==> config.mk <==
export PLATFORM = sky130hd
export DESIGN_NAME = core_flags_stack_interrupt_vectoring
export DESIGN_NICKNAME = d
export VERILOG_FILES = /design/src/core_flags_pkg.sv /design/src/core_flags_stack_interrupt_vectoring.sv /design/src/irq_pending_cell.sv /design/src/irq_priority.sv
export SDC_FILE = /design/constraint.sdc
export NUM_CORES = 1
export LEC_CHECK = 0
export ABC_AREA = 1
export BUFFER_PORTS_ARGS = -buffer_cell sky130_fd_sc_hd__buf_2
export CAP_MARGIN = 30
export CORE_MARGIN = 4
export CORE_UTILIZATION = 40
export DETAILED_ROUTE_END_ITERATION = 10
export GPL_TIMING_DRIVEN = 0
export PLACE_DENSITY = 0.67
export SKIP_LAST_GASP = 1
export SYNTH_ARGS = -nofsm -noshare
export SYNTH_HDL_FRONTEND = slang
export SYNTH_SLANG_ARGS = --single-unit
export TNS_END_PERCENT = 30
==> constraint.sdc <==
create_clock -name CLK_I -period 4.6 [get_ports CLK_I]
set_input_delay 0.69 -clock CLK_I [delete_from_list [all_inputs] [get_ports CLK_I]]
set_output_delay 0.69 -clock CLK_I [all_outputs]
set_load 0.05 [all_outputs]
==> src/core_flags_pkg.sv <==
package core_flags_pkg;
   // ==========================================
   // widths
   localparam int FLAG_W = 8;
   localparam int SP_W = 11;
   localparam int PC_W = 13;
   localparam int IRQ_N = 17;
   localparam int IDX_W = 5;
   // ==========================================
   // i/o register map
   localparam logic [5:0] STACK_POINTER_LOW_OFS = 6'h3d;
   localparam logic [5:0] STACK_POINTER_HIGH_OFS = 6'h3e;
   localparam logic [5:0] CORE_FLAG_REGISTER_OFS = 6'h3f;
   localparam logic [7:0] CORE_FLAG_DATA_ADDR = 8'h5f;
   // ==========================================
   // reset values
   localparam logic [7:0] FLAGS_RST = 8'h00;
   localparam logic [10:0] SP_RST = 11'h000;
   localparam logic [2:0] SPH_WR_MASK_W = 3'h3;
   // ==========================================
   // flag bit positions
   localparam int FLAG_GIE = 7;
   localparam int FLAG_T = 6;
   localparam int FLAG_H = 5;
   localparam int FLAG_S = 4;
   localparam int FLAG_V = 3;
   localparam int FLAG_N = 2;
   localparam int FLAG_Z = 1;
   localparam int FLAG_C = 0;
   // ==========================================
   // vectors, in program words
   localparam logic [12:0] RESET_VECTOR = 13'h0000;
   localparam logic [12:0] VECTOR_STEP = 13'h0002;
   localparam logic [12:0] BOOT_START_DEF = 13'h1f00;
   localparam logic [12:0] LAST_VECTOR = 13'h0022;
   // ==========================================
   // sequencer states
   typedef enum logic [2:0] {
      ST_BOOT = 3'b000,
      ST_RUN = 3'b001,
      ST_PUSH_LO = 3'b010,
      ST_PUSH_HI = 3'b011,
      ST_VECTOR = 3'b100
   } seq_state_type;
endpackage : core_flags_pkg

==> src/core_flags_stack_interrupt_vectoring.sv <==
// Overview of operation
// RULE_01: no interrupt while global enable clear
// RULE_02: entry clears enable, return sets it
// RULE_03: bit 6 is bit-copy store
// RULE_04: bit 5 holds half carry
// RULE_05: bit 4 always negative xor overflow
// RULE_06: bit 3 holds overflow
// RULE_07: bits 2,1,0 negative, zero, carry
// RULE_08: handlers save and restore flags themselves
// RULE_09: flags at i/o location 0x3f
// RULE_10: eleven-bit pointer, high byte three bits
// RULE_11: push stores then decrements by one
// RULE_12: call or entry pushes two, minus two
// RULE_13: each popped byte increments by one
// RULE_14: software sets pointer above 0x60 first
// RULE_15: seventeen sources, each with enable
// RULE_16: vectors two words apart from zero
// RULE_17: lowest vector wins, reset first
// RULE_18: every reset cause uses reset vector
// RULE_19: fixed source order of vectors
// RULE_20: boot fuse moves reset target
// RULE_21: write-one clears never lose events
// RULE_22: entry is one atomic sequence
// RULE_23: requests stay latched until serviced
`timescale 1ns/100ps
`default_nettype none
module core_flags_stack_interrupt_vectoring
   import core_flags_pkg::*;
#(
   parameter logic [12:0] BOOT_START = BOOT_START_DEF
) (
   // clock and reset
   input wire logic CLK_I,
   input wire logic RSTN_I,
   // i/o register port
   input wire logic [5:0] IO_ADDR_I,
   input wire logic IO_WE_I,
   input wire logic IO_RE_I,
   input wire logic [7:0] IO_WDATA_I,
   output logic [7:0] IO_RDATA_O,
   // alu flag updates
   input wire logic [7:0] ALU_FLAG_WE_I,
   input wire logic [7:0] ALU_FLAG_I,
   // bit copy
   input wire logic BIT_STORE_INSTRUCTION_I,
   input wire logic BIT_STORE_VAL_I,
   output logic BIT_LOAD_VAL_O,
   // stack operations
   input wire logic PUSH_I,
   input wire logic [7:0] PUSH_DATA_I,
   input wire logic POP_I,
   input wire logic CALL_I,
   input wire logic [12:0] RET_PC_I,
   input wire logic RETURN_FROM_INTERRUPT_I,
   output logic STACK_WE_O,
   output logic STACK_RE_O,
   output logic [10:0] STACK_ADDR_O,
   output logic [7:0] STACK_WDATA_O,
   output logic [10:0] STACK_POINTER_O,
   // interrupt sources
   input wire logic INSTR_DONE_I,
   input wire logic [16:0] IRQ_REQ_I,
   input wire logic [16:0] IRQ_EN_I,
   input wire logic [16:0] IRQ_CLR_I,
   input wire logic BOOT_RESET_FUSE_I,
   output logic [16:0] IRQ_PEND_O,
   // program counter control
   output logic PC_LOAD_O,
   output logic [12:0] PC_VALUE_O,
   output logic BUSY_O,
   output logic [7:0] FLAGS_O
);
   // ==========================================
   // declarations
   seq_state_type state_q;
   seq_state_type state_d;
   logic [7:0] flags_q;
   logic [7:0] flags_view;
   logic [10:0] sp_q;
   logic [7:0] rdata_q;
   logic we_q;
   logic re_q;
   logic [10:0] addr_q;
   logic [7:0] wdata_q;
   logic pc_load_q;
   logic [12:0] pc_value_q;
   logic [12:0] ret_pc_q;
   logic [12:0] vector_q;
   logic irq_entry_q;
   logic fuse_m_q;
   logic fuse_s_q;
   logic [IRQ_N-1:0] pend;
   logic [IRQ_N-1:0] gated;
   logic [IRQ_N-1:0] win_hot;
   logic [IRQ_N-1:0] ack;
   logic win_valid;
   logic [IDX_W-1:0] win_idx;
   logic take;
   logic wr_flags;
   logic wr_spl;
   logic wr_sph;
   logic [12:0] win_vector;
   // ==========================================
   // fuse pin synchroniser, free running so it settles during reset
   always_ff @(posedge CLK_I) begin
      fuse_m_q <= BOOT_RESET_FUSE_I;
      fuse_s_q <= fuse_m_q;
   end
   // ==========================================
   // i/o decode
   assign wr_flags = IO_WE_I &&
      (IO_ADDR_I == CORE_FLAG_REGISTER_OFS); // RULE_09
   assign wr_spl = IO_WE_I &&
      (IO_ADDR_I == STACK_POINTER_LOW_OFS);
   assign wr_sph = IO_WE_I &&
      (IO_ADDR_I == STACK_POINTER_HIGH_OFS);
   // ==========================================
   // pending requests
   for (genvar g = 0; g < IRQ_N; g++) begin : g_pend
      irq_pending_cell u_cell (
         .clk_i(CLK_I),
         .rstn_i(RSTN_I),
         .set_i(IRQ_REQ_I[g]),
         .ack_i(ack[g]),
         .clr_i(IRQ_CLR_I[g]),
         .pend_o(pend[g])
      );
   end
   assign gated = pend & IRQ_EN_I; // RULE_15
   irq_priority u_prio (
      .req_i(gated),
      .valid_o(win_valid),
      .idx_o(win_idx),
      .onehot_o(win_hot)
   );
   // source index i sits at vector 2*(i+1)
   assign win_vector = VECTOR_STEP *
      (13'(win_idx) + 13'd1); // RULE_16 RULE_19
   assign take = (state_q == ST_RUN) && INSTR_DONE_I &&
      flags_q[FLAG_GIE] && win_valid; // RULE_01 RULE_22
   assign ack = take ? win_hot : '0;
   // ==========================================
   // entry / call sequencer
   always_comb begin
      state_d = state_q;
      unique case (state_q)
         ST_BOOT: begin
            state_d = ST_RUN;
         end
         ST_RUN: begin
            if (take || CALL_I) begin
               state_d = ST_PUSH_LO;
            end
         end
         ST_PUSH_LO: begin
            state_d = ST_PUSH_HI;
         end
         ST_PUSH_HI: begin
            state_d = irq_entry_q ? ST_VECTOR : ST_RUN;
         end
         ST_VECTOR: begin
            state_d = ST_RUN;
         end
         default: begin
            state_d = ST_RUN;
         end
      endcase
   end
   always_ff @(posedge CLK_I) begin
      if (!RSTN_I) begin
         state_q <= ST_BOOT;
      end else begin
         state_q <= state_d;
      end
   end
   // ==========================================
   // return address and vector capture
   always_ff @(posedge CLK_I) begin
      if (!RSTN_I) begin
         ret_pc_q <= RESET_VECTOR;
         vector_q <= RESET_VECTOR;
         irq_entry_q <= 1'b0;
      end else if (state_q == ST_RUN) begin
         if (take) begin
            ret_pc_q <= RET_PC_I; // RULE_22
            vector_q <= win_vector;
            irq_entry_q <= 1'b1;
         end else if (CALL_I) begin
            ret_pc_q <= RET_PC_I;
            irq_entry_q <= 1'b0;
         end
      end
   end
   // ==========================================
   // program counter load
   always_ff @(posedge CLK_I) begin
      if (!RSTN_I) begin
         pc_load_q <= 1'b0;
         pc_value_q <= RESET_VECTOR;
      end else begin
         pc_load_q <= 1'b0;
         if (state_q == ST_BOOT) begin
            pc_load_q <= 1'b1; // RULE_18
            pc_value_q <= fuse_s_q ? BOOT_START :
               RESET_VECTOR; // RULE_20
         end else if (state_q == ST_VECTOR) begin
            pc_load_q <= 1'b1;
            pc_value_q <= vector_q; // RULE_17
         end
      end
   end
   // ==========================================
   // stack pointer and stack access
   always_ff @(posedge CLK_I) begin
      if (!RSTN_I) begin
         sp_q <= SP_RST; // RULE_14
         we_q <= 1'b0;
         re_q <= 1'b0;
         addr_q <= SP_RST;
         wdata_q <= 8'h00;
      end else begin
         we_q <= 1'b0;
         re_q <= 1'b0;
         if (state_q == ST_PUSH_LO) begin
            we_q <= 1'b1;
            addr_q <= sp_q;
            wdata_q <= ret_pc_q[7:0];
            sp_q <= sp_q - 11'd1; // RULE_12
         end else if (state_q == ST_PUSH_HI) begin
            we_q <= 1'b1;
            addr_q <= sp_q;
            wdata_q <= {3'h0, ret_pc_q[12:8]};
            sp_q <= sp_q - 11'd1; // RULE_12
         end else if (PUSH_I) begin
            we_q <= 1'b1;
            addr_q <= sp_q;
            wdata_q <= PUSH_DATA_I;
            sp_q <= sp_q - 11'd1; // RULE_11
         end else if (POP_I) begin
            re_q <= 1'b1;
            addr_q <= sp_q + 11'd1;
            sp_q <= sp_q + 11'd1; // RULE_13
         end else if (wr_spl) begin
            sp_q[7:0] <= IO_WDATA_I; // RULE_10
         end else if (wr_sph) begin
            sp_q[10:8] <= IO_WDATA_I[2:0]; // RULE_10
         end
      end
   end
   // ==========================================
   // flag register
   always_ff @(posedge CLK_I) begin
      if (!RSTN_I) begin
         flags_q <= FLAGS_RST;
      end else begin
         if (wr_flags) begin
            flags_q <= IO_WDATA_I;
         end else begin
            for (int b = 0; b < FLAG_W; b++) begin
               if (ALU_FLAG_WE_I[b]) begin
                  // RULE_04 RULE_06 RULE_07
                  flags_q[b] <= ALU_FLAG_I[b];
               end
            end
            if (BIT_STORE_INSTRUCTION_I) begin
               flags_q[FLAG_T] <= BIT_STORE_VAL_I; // RULE_03
            end
         end
         if (take) begin
            flags_q[FLAG_GIE] <= 1'b0; // RULE_02
         end else if (RETURN_FROM_INTERRUPT_I) begin
            flags_q[FLAG_GIE] <= 1'b1; // RULE_02
         end
      end
   end
   always_comb begin
      flags_view = flags_q;
      flags_view[FLAG_S] = flags_q[FLAG_N] ^
         flags_q[FLAG_V]; // RULE_05
   end
   // ==========================================
   // i/o read data
   always_ff @(posedge CLK_I) begin
      if (!RSTN_I) begin
         rdata_q <= 8'h00;
      end else if (IO_RE_I) begin
         unique case (IO_ADDR_I)
            CORE_FLAG_REGISTER_OFS: begin
               rdata_q <= flags_view;
            end
            STACK_POINTER_LOW_OFS: begin
               rdata_q <= sp_q[7:0];
            end
            STACK_POINTER_HIGH_OFS: begin
               rdata_q <= {5'h00, sp_q[10:8]}; // RULE_10
            end
            default: begin
               rdata_q <= 8'h00;
            end
         endcase
      end
   end
   // ==========================================
   // outputs
   assign IO_RDATA_O = rdata_q;
   assign BIT_LOAD_VAL_O = flags_q[FLAG_T]; // RULE_03
   assign STACK_WE_O = we_q;
   assign STACK_RE_O = re_q;
   assign STACK_ADDR_O = addr_q;
   assign STACK_WDATA_O = wdata_q;
   assign STACK_POINTER_O = sp_q;
   assign IRQ_PEND_O = pend;
   assign PC_LOAD_O = pc_load_q;
   assign PC_VALUE_O = pc_value_q;
   assign BUSY_O = (state_q != ST_RUN);
   assign FLAGS_O = flags_view;
endmodule : core_flags_stack_interrupt_vectoring
`default_nettype wire

==> src/irq_pending_cell.sv <==
`timescale 1ns/100ps
`default_nettype none
module irq_pending_cell (
   // clock and reset
   input wire logic clk_i,
   input wire logic rstn_i,
   // request events
   input wire logic set_i,
   input wire logic ack_i,
   input wire logic clr_i,
   // latched state
   output logic pend_o
);
   logic pend_q;
   // ==========================================
   // sticky request, set wins over clears
   always_ff @(posedge clk_i) begin
      if (!rstn_i) begin
         pend_q <= 1'b0;
      end else if (set_i) begin
         pend_q <= 1'b1; // RULE_23
      end else if (ack_i || clr_i) begin
         pend_q <= 1'b0; // RULE_21
      end
   end
   assign pend_o = pend_q;
endmodule : irq_pending_cell
`default_nettype wire

==> src/irq_priority.sv <==
`timescale 1ns/100ps
`default_nettype none
module irq_priority
   import core_flags_pkg::*;
(
   // gated requests
   input wire logic [IRQ_N-1:0] req_i,
   // winner
   output logic valid_o,
   output logic [IDX_W-1:0] idx_o,
   output logic [IRQ_N-1:0] onehot_o
);
   // ==========================================
   // lowest index (lowest vector) wins
   always_comb begin
      valid_o = 1'b0;
      idx_o = '0;
      onehot_o = '0;
      for (int i = IRQ_N - 1; i >= 0; i--) begin
         if (req_i[i]) begin
            valid_o = 1'b1; // RULE_17
            idx_o = IDX_W'(i);
            onehot_o = IRQ_N'(1) << i;
         end
      end
   end
endmodule : irq_priority
`default_nettype wire

==> flow_summary_export.csv, run 1 <==
group,metric,value,unit
synthesis,synth_area,0.00534,mm2
hold_path,hold_path_end,"fuse_s_q$_DFF_P_",
power_and_ir_drop,switching_power,0.000861,W
detailed_routing,ant_nets,0,
clocking,post_cts_buffers,0,
sta,fmax,501,MHz
power_and_ir_drop,p_seq_share,38.8,%
die,start_util,41.6,%
sta,setup_tns,0,ns
setup_path,critPathBufInv,2,
setup_path,critPathMaxFanout,5,
detailed_routing,num_vias,5502,
setup_path,cp.required,3.91,ns
detailed_routing,drc_errors,0,
power_and_ir_drop,comb_power_share,28.2,%
flow_run,maxCapViolCount,0,
synthesis,seq_area_frac_synth,36.4,%
setup_path,cp_slowest_cell,"dfxtp_1",
die,rows,41,
clocking,holdBufCountCts,0,
power_and_ir_drop,swShare,35.0,%
sta,finalSetupViolCount,0,
setup_path,endpoint_kind,"output pin",
detailed_routing,dr.pass1.iters,5,
power_and_ir_drop,clkPwrFrac,32.9,%
hold_path,min_path_type,"flop to flop",
final_layout,drive_above_1_share,31.3,%
setup_path,r2r_slack,2.72,ns
detailed_routing,viasPerCell,4.91,
setup_path,rr_worst_depth,10,
final_layout,antenna_cells,0,
sta,finalCritPeriodShare,43.4,%
sta,rsz0062_at_grt,"false",
synthesis,ys_types,47,
setup_path,critical_path_class,"flop to output pin",
synthesis,yosys_warnings,0,
hold_path,hold_path_depth,0,
clocking,clk_latency,0.35,ns
setup_path,cp-start-kind,"flop",
global_routing,grt_overflow_total,0,
synthesis,synth_cells,744,
die,fp.dieH,124,um
sta,layout_min_cycle_time,2.00,ns
power_and_ir_drop,power.density,360,mW/mm2
synthesis,synth_edf_count,0,
setup_path,critical_path.max_stage_delay,0.41,ns
sta,worstMarginPinSlew,0.644,ns
placement,port_buffers,188,
final_layout,synthToLayoutAreaGrowth,27.8,%
die,io_pins,195,
final_layout,final_nets,1061,
hold_path,min_from,"fuse_m_q$_DFF_P_",
synthesis,avgSynthCellArea,7.17,um2
clocking,clkTransAtPathRegs,0.06,ns
clocking,htreeDepth,3,
clocking,ctsLongestPathBuffers,2,
die,die_area,0.0153,mm2
setup_path,cp_top_family,"flip-flops",
setup_path,crit_path_cell_trace,"inv_2 -> nand3_2 -> buf_2",
placement,routabilityCongestion,0.943,
detailed_routing,drt-total-wl,16100,um
global_routing,grt_pass1_vias,5089,
sta,hold_viol,0,
synthesis,synthArstFlopShare,0,%
global_routing,track_usage,21.0,%
power_and_ir_drop,cellLeakagePower,3.41,nW
setup_path,arrival,1.31,ns
global_routing,antenna_found_initial,0,
detailed_routing,wire_per_inst,14.3,um
die,die_w,124,um
setup_path,reg2reg_from,"STACK_POINTER_O[0]$_SDFFE_PN0P_",
sta,relSlewSlack,57.1,%
global_routing,grt_first_pass_wirelength,25000,um
status,status,"finished clean",
placement,hpwl,12700,um
clocking,numCtsBuffers,9,
die,core_area,0.0128,mm2
clocking,cts_root_buffer,"clkbuf_16",
final_layout,fill_cells,1330,
power_and_ir_drop,p_int,0.00160,W
clocking,cts_resized,0,
sta,fin_skew,0.00672,ns
synthesis,synth_ff_type,"dfxtp_1",
placement,dp_cells,1105,
detailed_routing,initialDrtViolationCount,429,
clocking,tritoncts,"built",
synthesis,synth-seq-cells,97,
sta,maxSlewViolCount,0,
clocking,clkSinkCount,97,
global_routing,grt_start_max_net_pins,16,
power_and_ir_drop,peakVddDrop,0.000178,V
final_layout,finalNonFillerCells,1121,
setup_path,reg2reg_to,"STACK_POINTER_O[10]$_SDFFE_PN0P_",
==> routing by layer <==
layer	GRT usage [%]	vias to the layer above	routed length [um]	share of wire, %
met5	0	-	0	0
met1	28.1	2434	7290	45
met3	5.22	20	1470	9.2
met2	32.8	226	7070	44
li1	-	2822	-	-
met4	7.47	0	234	1.5
==> sequential cells by signal (all words and copies together) (netlist names) <==
register / count
g_pend.u_cell.pend_o: 17
ret_pc_q: 13
STACK_ADDR_O: 11
STACK_POINTER_O: 11
IO_RDATA_O: 8
STACK_WDATA_O: 8
PC_VALUE_O: 7
flags_q: 7
vector_q: 6
state_q: 3
PC_LOAD_O: 1
STACK_RE_O: 1
STACK_WE_O: 1
fuse_m_q: 1
fuse_s_q: 1
irq_entry_q: 1
==> layout make-up <==
class	count	area, um2	area share (%)
multi-input combinational	502	2700	39.6
sequential	97	1940	28.5
timing repair buffer	188	941	13.8
inverter	99	384	5.63
buffer	47	314	4.60
clock buffer	13	280	4.11
tap	172	215	3.15
clock inverter	3	46.3	0.678
==> stage by stage <==
step	power, W	hold WS, ns	cell area, um2	worst slack [ns]	util, %
after floorplan	0.00147	0.310	5340	2.40	-
final	0.00246	0.327	6820	2.60	53.2
after global placement	0.00166	0.311	6500	2.40	50.7
after global routing	0.00258	0.333	6820	2.45	53.2
after CTS	0.00248	0.330	6820	2.58	53.2
after detailed placement	0.00166	0.314	6500	2.40	50.7
==> power groups by stage <==
stage | Combinational (W) | Sequential, W | Clock [W]
3_5_place_dp | 0.000690 | 0.000972 | 0
4_1_cts | 0.000693 | 0.000954 | 0.000830
3_3_place_gp | 0.000687 | 0.000971 | 0
2_1_floorplan | 0.000382 | 0.00109 | 0
6_report | 0.000693 | 0.000954 | 0.000809
5_1_grt | 0.000758 | 0.000962 | 0.000858
==> synth_stat cells, types with 2 or more instances <==
library cell | n | area, um2
o211ai_1 | 12 | 90.1
buf_4 | 27 | 203
nor4_1 | 2 | 12.5
xor2_1 | 7 | 61.3
buf_2 | 6 | 30.0
o21ai_1 | 10 | 50.1
clkbuf_1 | 11 | 41.3
nand3b_1 | 8 | 60.1
a221oi_1 | 2 | 17.5
dfxtp_1 | 97 | 1940
a22o_1 | 2 | 17.5
inv_1 | 90 | 338
nor2_1 | 60 | 225
nand2_8 | 4 | 80.1
o22ai_1 | 4 | 25.0
nor2_8 | 5 | 100
ha_1 | 3 | 37.5
nor2_4 | 3 | 33.8
nand4_1 | 8 | 50.1
nand3_1 | 44 | 220
o21ai_0 | 52 | 260
nand2_4 | 7 | 78.8
a21oi_1 | 65 | 325
mux2i_1 | 6 | 60.1
nand2_2 | 14 | 87.6
a31oi_1 | 3 | 18.8
nand2_1 | 144 | 541
nor2_2 | 12 | 75.1
o31ai_1 | 4 | 30.0
nor3_1 | 10 | 50.1
inv_2 | 6 | 22.5
==> cell families (layout without fill, tap and decap cells) <==
logic type / Yosys count / count (layout) / share of synthesized area [%]
multiplexers: 6 / 6 / 1.13
adder cells (fa/ha/maj): 3 / 3 / 0.703
other: 1 / 2 / 0.0703
XOR/XNOR: 7 / 7 / 1.15
AO/OA/AOI/OAI: 159 / 159 / 16.5
AND/OR/NAND/NOR: 325 / 325 / 31.0
buffers and inverters: 146 / 350 / 13.1
flip-flops: 97 / 97 / 36.4
==> cell usage in the layout (no fill, tap or decap), types with 5 or more instances in the layout <==
master	instances
inv_1	90
nor2_1	60
clkbuf_16	9
xor2_1	7
o21ai_1	10
buf_4	27
nand2_2	14
clkbuf_1	11
nand4_1	8
inv_2	6
nand3b_1	8
nand2_4	7
a21oi_1	65
buf_2	194
nor2_8	5
dfxtp_1	97
nor2_2	12
mux2i_1	6
o211ai_1	12
o21ai_0	52
nand3_1	44
nand2_1	144
nor3_1	10
==> worst max-delay path by stage <==
| stage | cells after the start | to | slack, ns | from |
|---|---|---|---|---|
| 6_report | 3 | BUSY_O | 2.60 | state_q[2]$_SDFFE_PN0P_ |
| 5_1_grt | 10 | STACK_POINTER_O[10]$_SDFFE_PN0P_ | 2.45 | STACK_POINTER_O[0]$_SDFFE_PN0P_ |
| 4_1_cts | 3 | BUSY_O | 2.58 | state_q[2]$_SDFFE_PN0P_ |
| 3_5_place_dp | 5 | PC_VALUE_O[11]$_SDFFE_PN0P_ | 2.40 | RSTN_I |
| 3_3_place_gp | 5 | STACK_ADDR_O[3]$_SDFFE_PN0P_ | 2.40 | RSTN_I |
| 2_1_floorplan | 1 | FLAGS_O[4] | 2.40 | flags_q[3]$_SDFFE_PN0P_ |
Power figures use the tool's default switching activity.
==> inputs of run 2 (changes only) <==
==> constraint.sdc (replaced) <==
create_clock -name CLK_I -period 1.9 [get_ports CLK_I]
set_input_delay 0.285 -clock CLK_I [delete_from_list [all_inputs] [get_ports CLK_I]]
set_output_delay 0.285 -clock CLK_I [all_outputs]
set_load 0.05 [all_outputs]
==> run 2 against run 1 <==
  * Utilization increased by 0.26 points
  * Register-to-register slack got worse by 2.6 ns
  * Die area unchanged
  * Via count decreased by 1.0%
  * Critical path type is now flop to flop
  * Critical path depth increased by 5
  * Sequential power increased by 140%
  * Largest power group unchanged
  * First-iteration DRC count decreased by 1.9%
==> flow_summary_export.csv, run 2 (synthesis gave the netlist of run 1 again) <==
group,metric,value,unit
detailed_routing,initialDrtViolationCount,421,
die,die_area,0.0153,mm2
clocking,ctsLongestPathBuffers,2,
final_layout,fill_cells,1295,
final_layout,post-route-util,53.5,%
global_routing,met1_usage,27.8,%
clocking,clk_latency,0.35,ns
hold_path,min_path_type,"primary input to flop",
placement,pre_cts_ws,0.0335,ns
setup_path,arrival,2.02,ns
sta,fmax,574,MHz
clocking,clkSinkCount,97,
detailed_routing,dr.pass1.iters,5,
global_routing,grt_start_max_net_pins,15,
clocking,numCtsBuffers,9,
sta,setup_ws,0.157,ns
detailed_routing,num_vias,5445,
power_and_ir_drop,cellLeakagePower,3.43,nW
sta,finalCritPeriodShare,91.7,%
final_layout,layout.area.seq,0.00194,mm2
power_and_ir_drop,power.density,876,mW/mm2
placement,port_buffers,188,
clocking,cts_root_buffer,"clkbuf_16",
detailed_routing,wire_per_inst,14.2,um
global_routing,grt.busiest_layer,"met2",
final_layout,finalNonFillerCells,1123,
power_and_ir_drop,peakVddDrop,0.000407,V
clocking,holdBufCountCts,0,
sta,relSlewSlack,55.0,%
setup_path,critPathMaxFanout,8,
final_layout,layout_commonest_cell,"buf_2",
setup_path,cpMostUsedCell,"nand2_1",
setup_path,critical_path_class,"flop to flop",
global_routing,met2_usage,33.1,%
final_layout,drive_above_1_share,31.5,%
sta,worstMarginPinSlew,0.675,ns
final_layout,final_nets,1064,
global_routing,track_usage,20.7,%
detailed_routing,drc_errors,0,
global_routing,grt_overflow_total,0,
die,io_pins,195,
die,rows,41,
die,die_w,124,um
sta,hold_slack,0.0413,ns
setup_path,cp-start-kind,"flop",
detailed_routing,viasPerCell,4.85,
placement,dp_cells,1105,
final_layout,antenna_cells,0,
sta,finalSetupViolCount,0,
setup_path,cp.required,2.18,ns
setup_path,crit_path_cell_trace,"ha_1 -> nand3_1 -> nor3_1 -> xor2_1 -> nand2_1 -> nand2_1 -> nand2_1 -> a21oi_1",
global_routing,grt_use_met3,4.48,%
clocking,clkTransAtPathRegs,0.07,ns
global_routing,antenna_found_initial,0,
detailed_routing,drt-total-wl,16000,um
global_routing,grt_pass1_vias,4958,
final_layout,synthToLayoutAreaGrowth,28.5,%
detailed_routing,ant_nets,0,
die,fp.dieH,124,um
die,start_util,41.6,%
placement,routabilityCongestion,0.934,
sta,hold_viol,0,
sta,rsz0062_at_grt,"false",
setup_path,cp_slowest_cell,"dfxtp_1",
sta,setup_tns,0,ns
setup_path,endpoint_kind,"flop",
clocking,tritoncts,"built",
die,core_area,0.0128,mm2
placement,hpwl,12700,um
flow_run,maxCapViolCount,0,
global_routing,grt_first_pass_wirelength,24500,um
sta,maxSlewViolCount,0,
sta,layout_min_cycle_time,1.74,ns
final_layout,multiInputGateArea,0.00271,mm2
final_layout,final_cell_mix,"194 x buf_2, 144 x nand2_1, 97 x dfxtp_1",
final_layout,largest_reg_flops,17,
setup_path,critical_path.max_stage_delay,0.50,ns
sta,fin_skew,0.00735,ns
status,status,"finished clean",
clocking,htreeDepth,3,
-- run 2: what timing repair did --
| action | in CTS | in global routing |
|---|---|---|
| endpoints found under the setup margin | 0 | 1 |
| resized for setup | 0 | 1 |
| buffers inserted | 0 | 3 |
-- run 2: worst max-delay path, delay by kind of cell (launching register included) --
family	cells	cell delay, ns
AOI/OAI and AO/OA	1	0.11
DFF	1	0.50
and+or+nand+nor	5	0.56
xor gates and xnor gates	1	0.22
adders and majority gates	1	0.29
-- run 2: where the power goes --
| group | total (W) | switching, W | internal (W) |
|---|---|---|---|
| registers | 0.00231 | 0.000128 | 0.00218 |
| clock network | 0.00202 | 0.000760 | 0.00126 |
| logic | 0.00168 | 0.00116 | 0.000528 |
| total | 0.00601 | 0.00204 | 0.00396 |
-- run 2: metrics by stage --
step	power [W]	instance area, um2
floorplan	0.00356	5350
global placement	0.00402	6500
detailed placement	0.00402	6500
CTS	0.00605	6840
global route	0.00631	6860
finish	0.00601	6860
-- run 2: final timing paths --
kind | startpoint | to | slack, ns | cells past startpoint
worst max-delay path | STACK_POINTER_O[0]$_SDFFE_PN0P_ | STACK_POINTER_O[8]$_SDFFE_PN0P_ | 0.16 | 8
worst min-delay path | BOOT_RESET_FUSE_I | fuse_m_q$_DFF_P_ | 0.04 | 1
worst max register to register | STACK_POINTER_O[0]$_SDFFE_PN0P_ | STACK_POINTER_O[8]$_SDFFE_PN0P_ | 0.16 | 8
worst min register to register | fuse_m_q$_DFF_P_ | fuse_s_q$_DFF_P_ | 0.33 | 0
-- run 2: cell type report --
cell class | instances | share of cell area [%]
buffer | 47 | 4.58
multi-input combinational | 502 | 39.5
tap | 172 | 3.14
clock inverter | 2 | 0.876
inverter | 99 | 5.60
sequential | 97 | 28.3
clock buffer | 13 | 3.94
timing repair buffer | 191 | 14.0
-- run 2: metal layers --
metal  wire length, um  vias to the layer above
li1                  -                     2814
met1              7190                     2424
met2              7240                      192
met3              1350                       15
met4               212                        0
met5                 0                        -
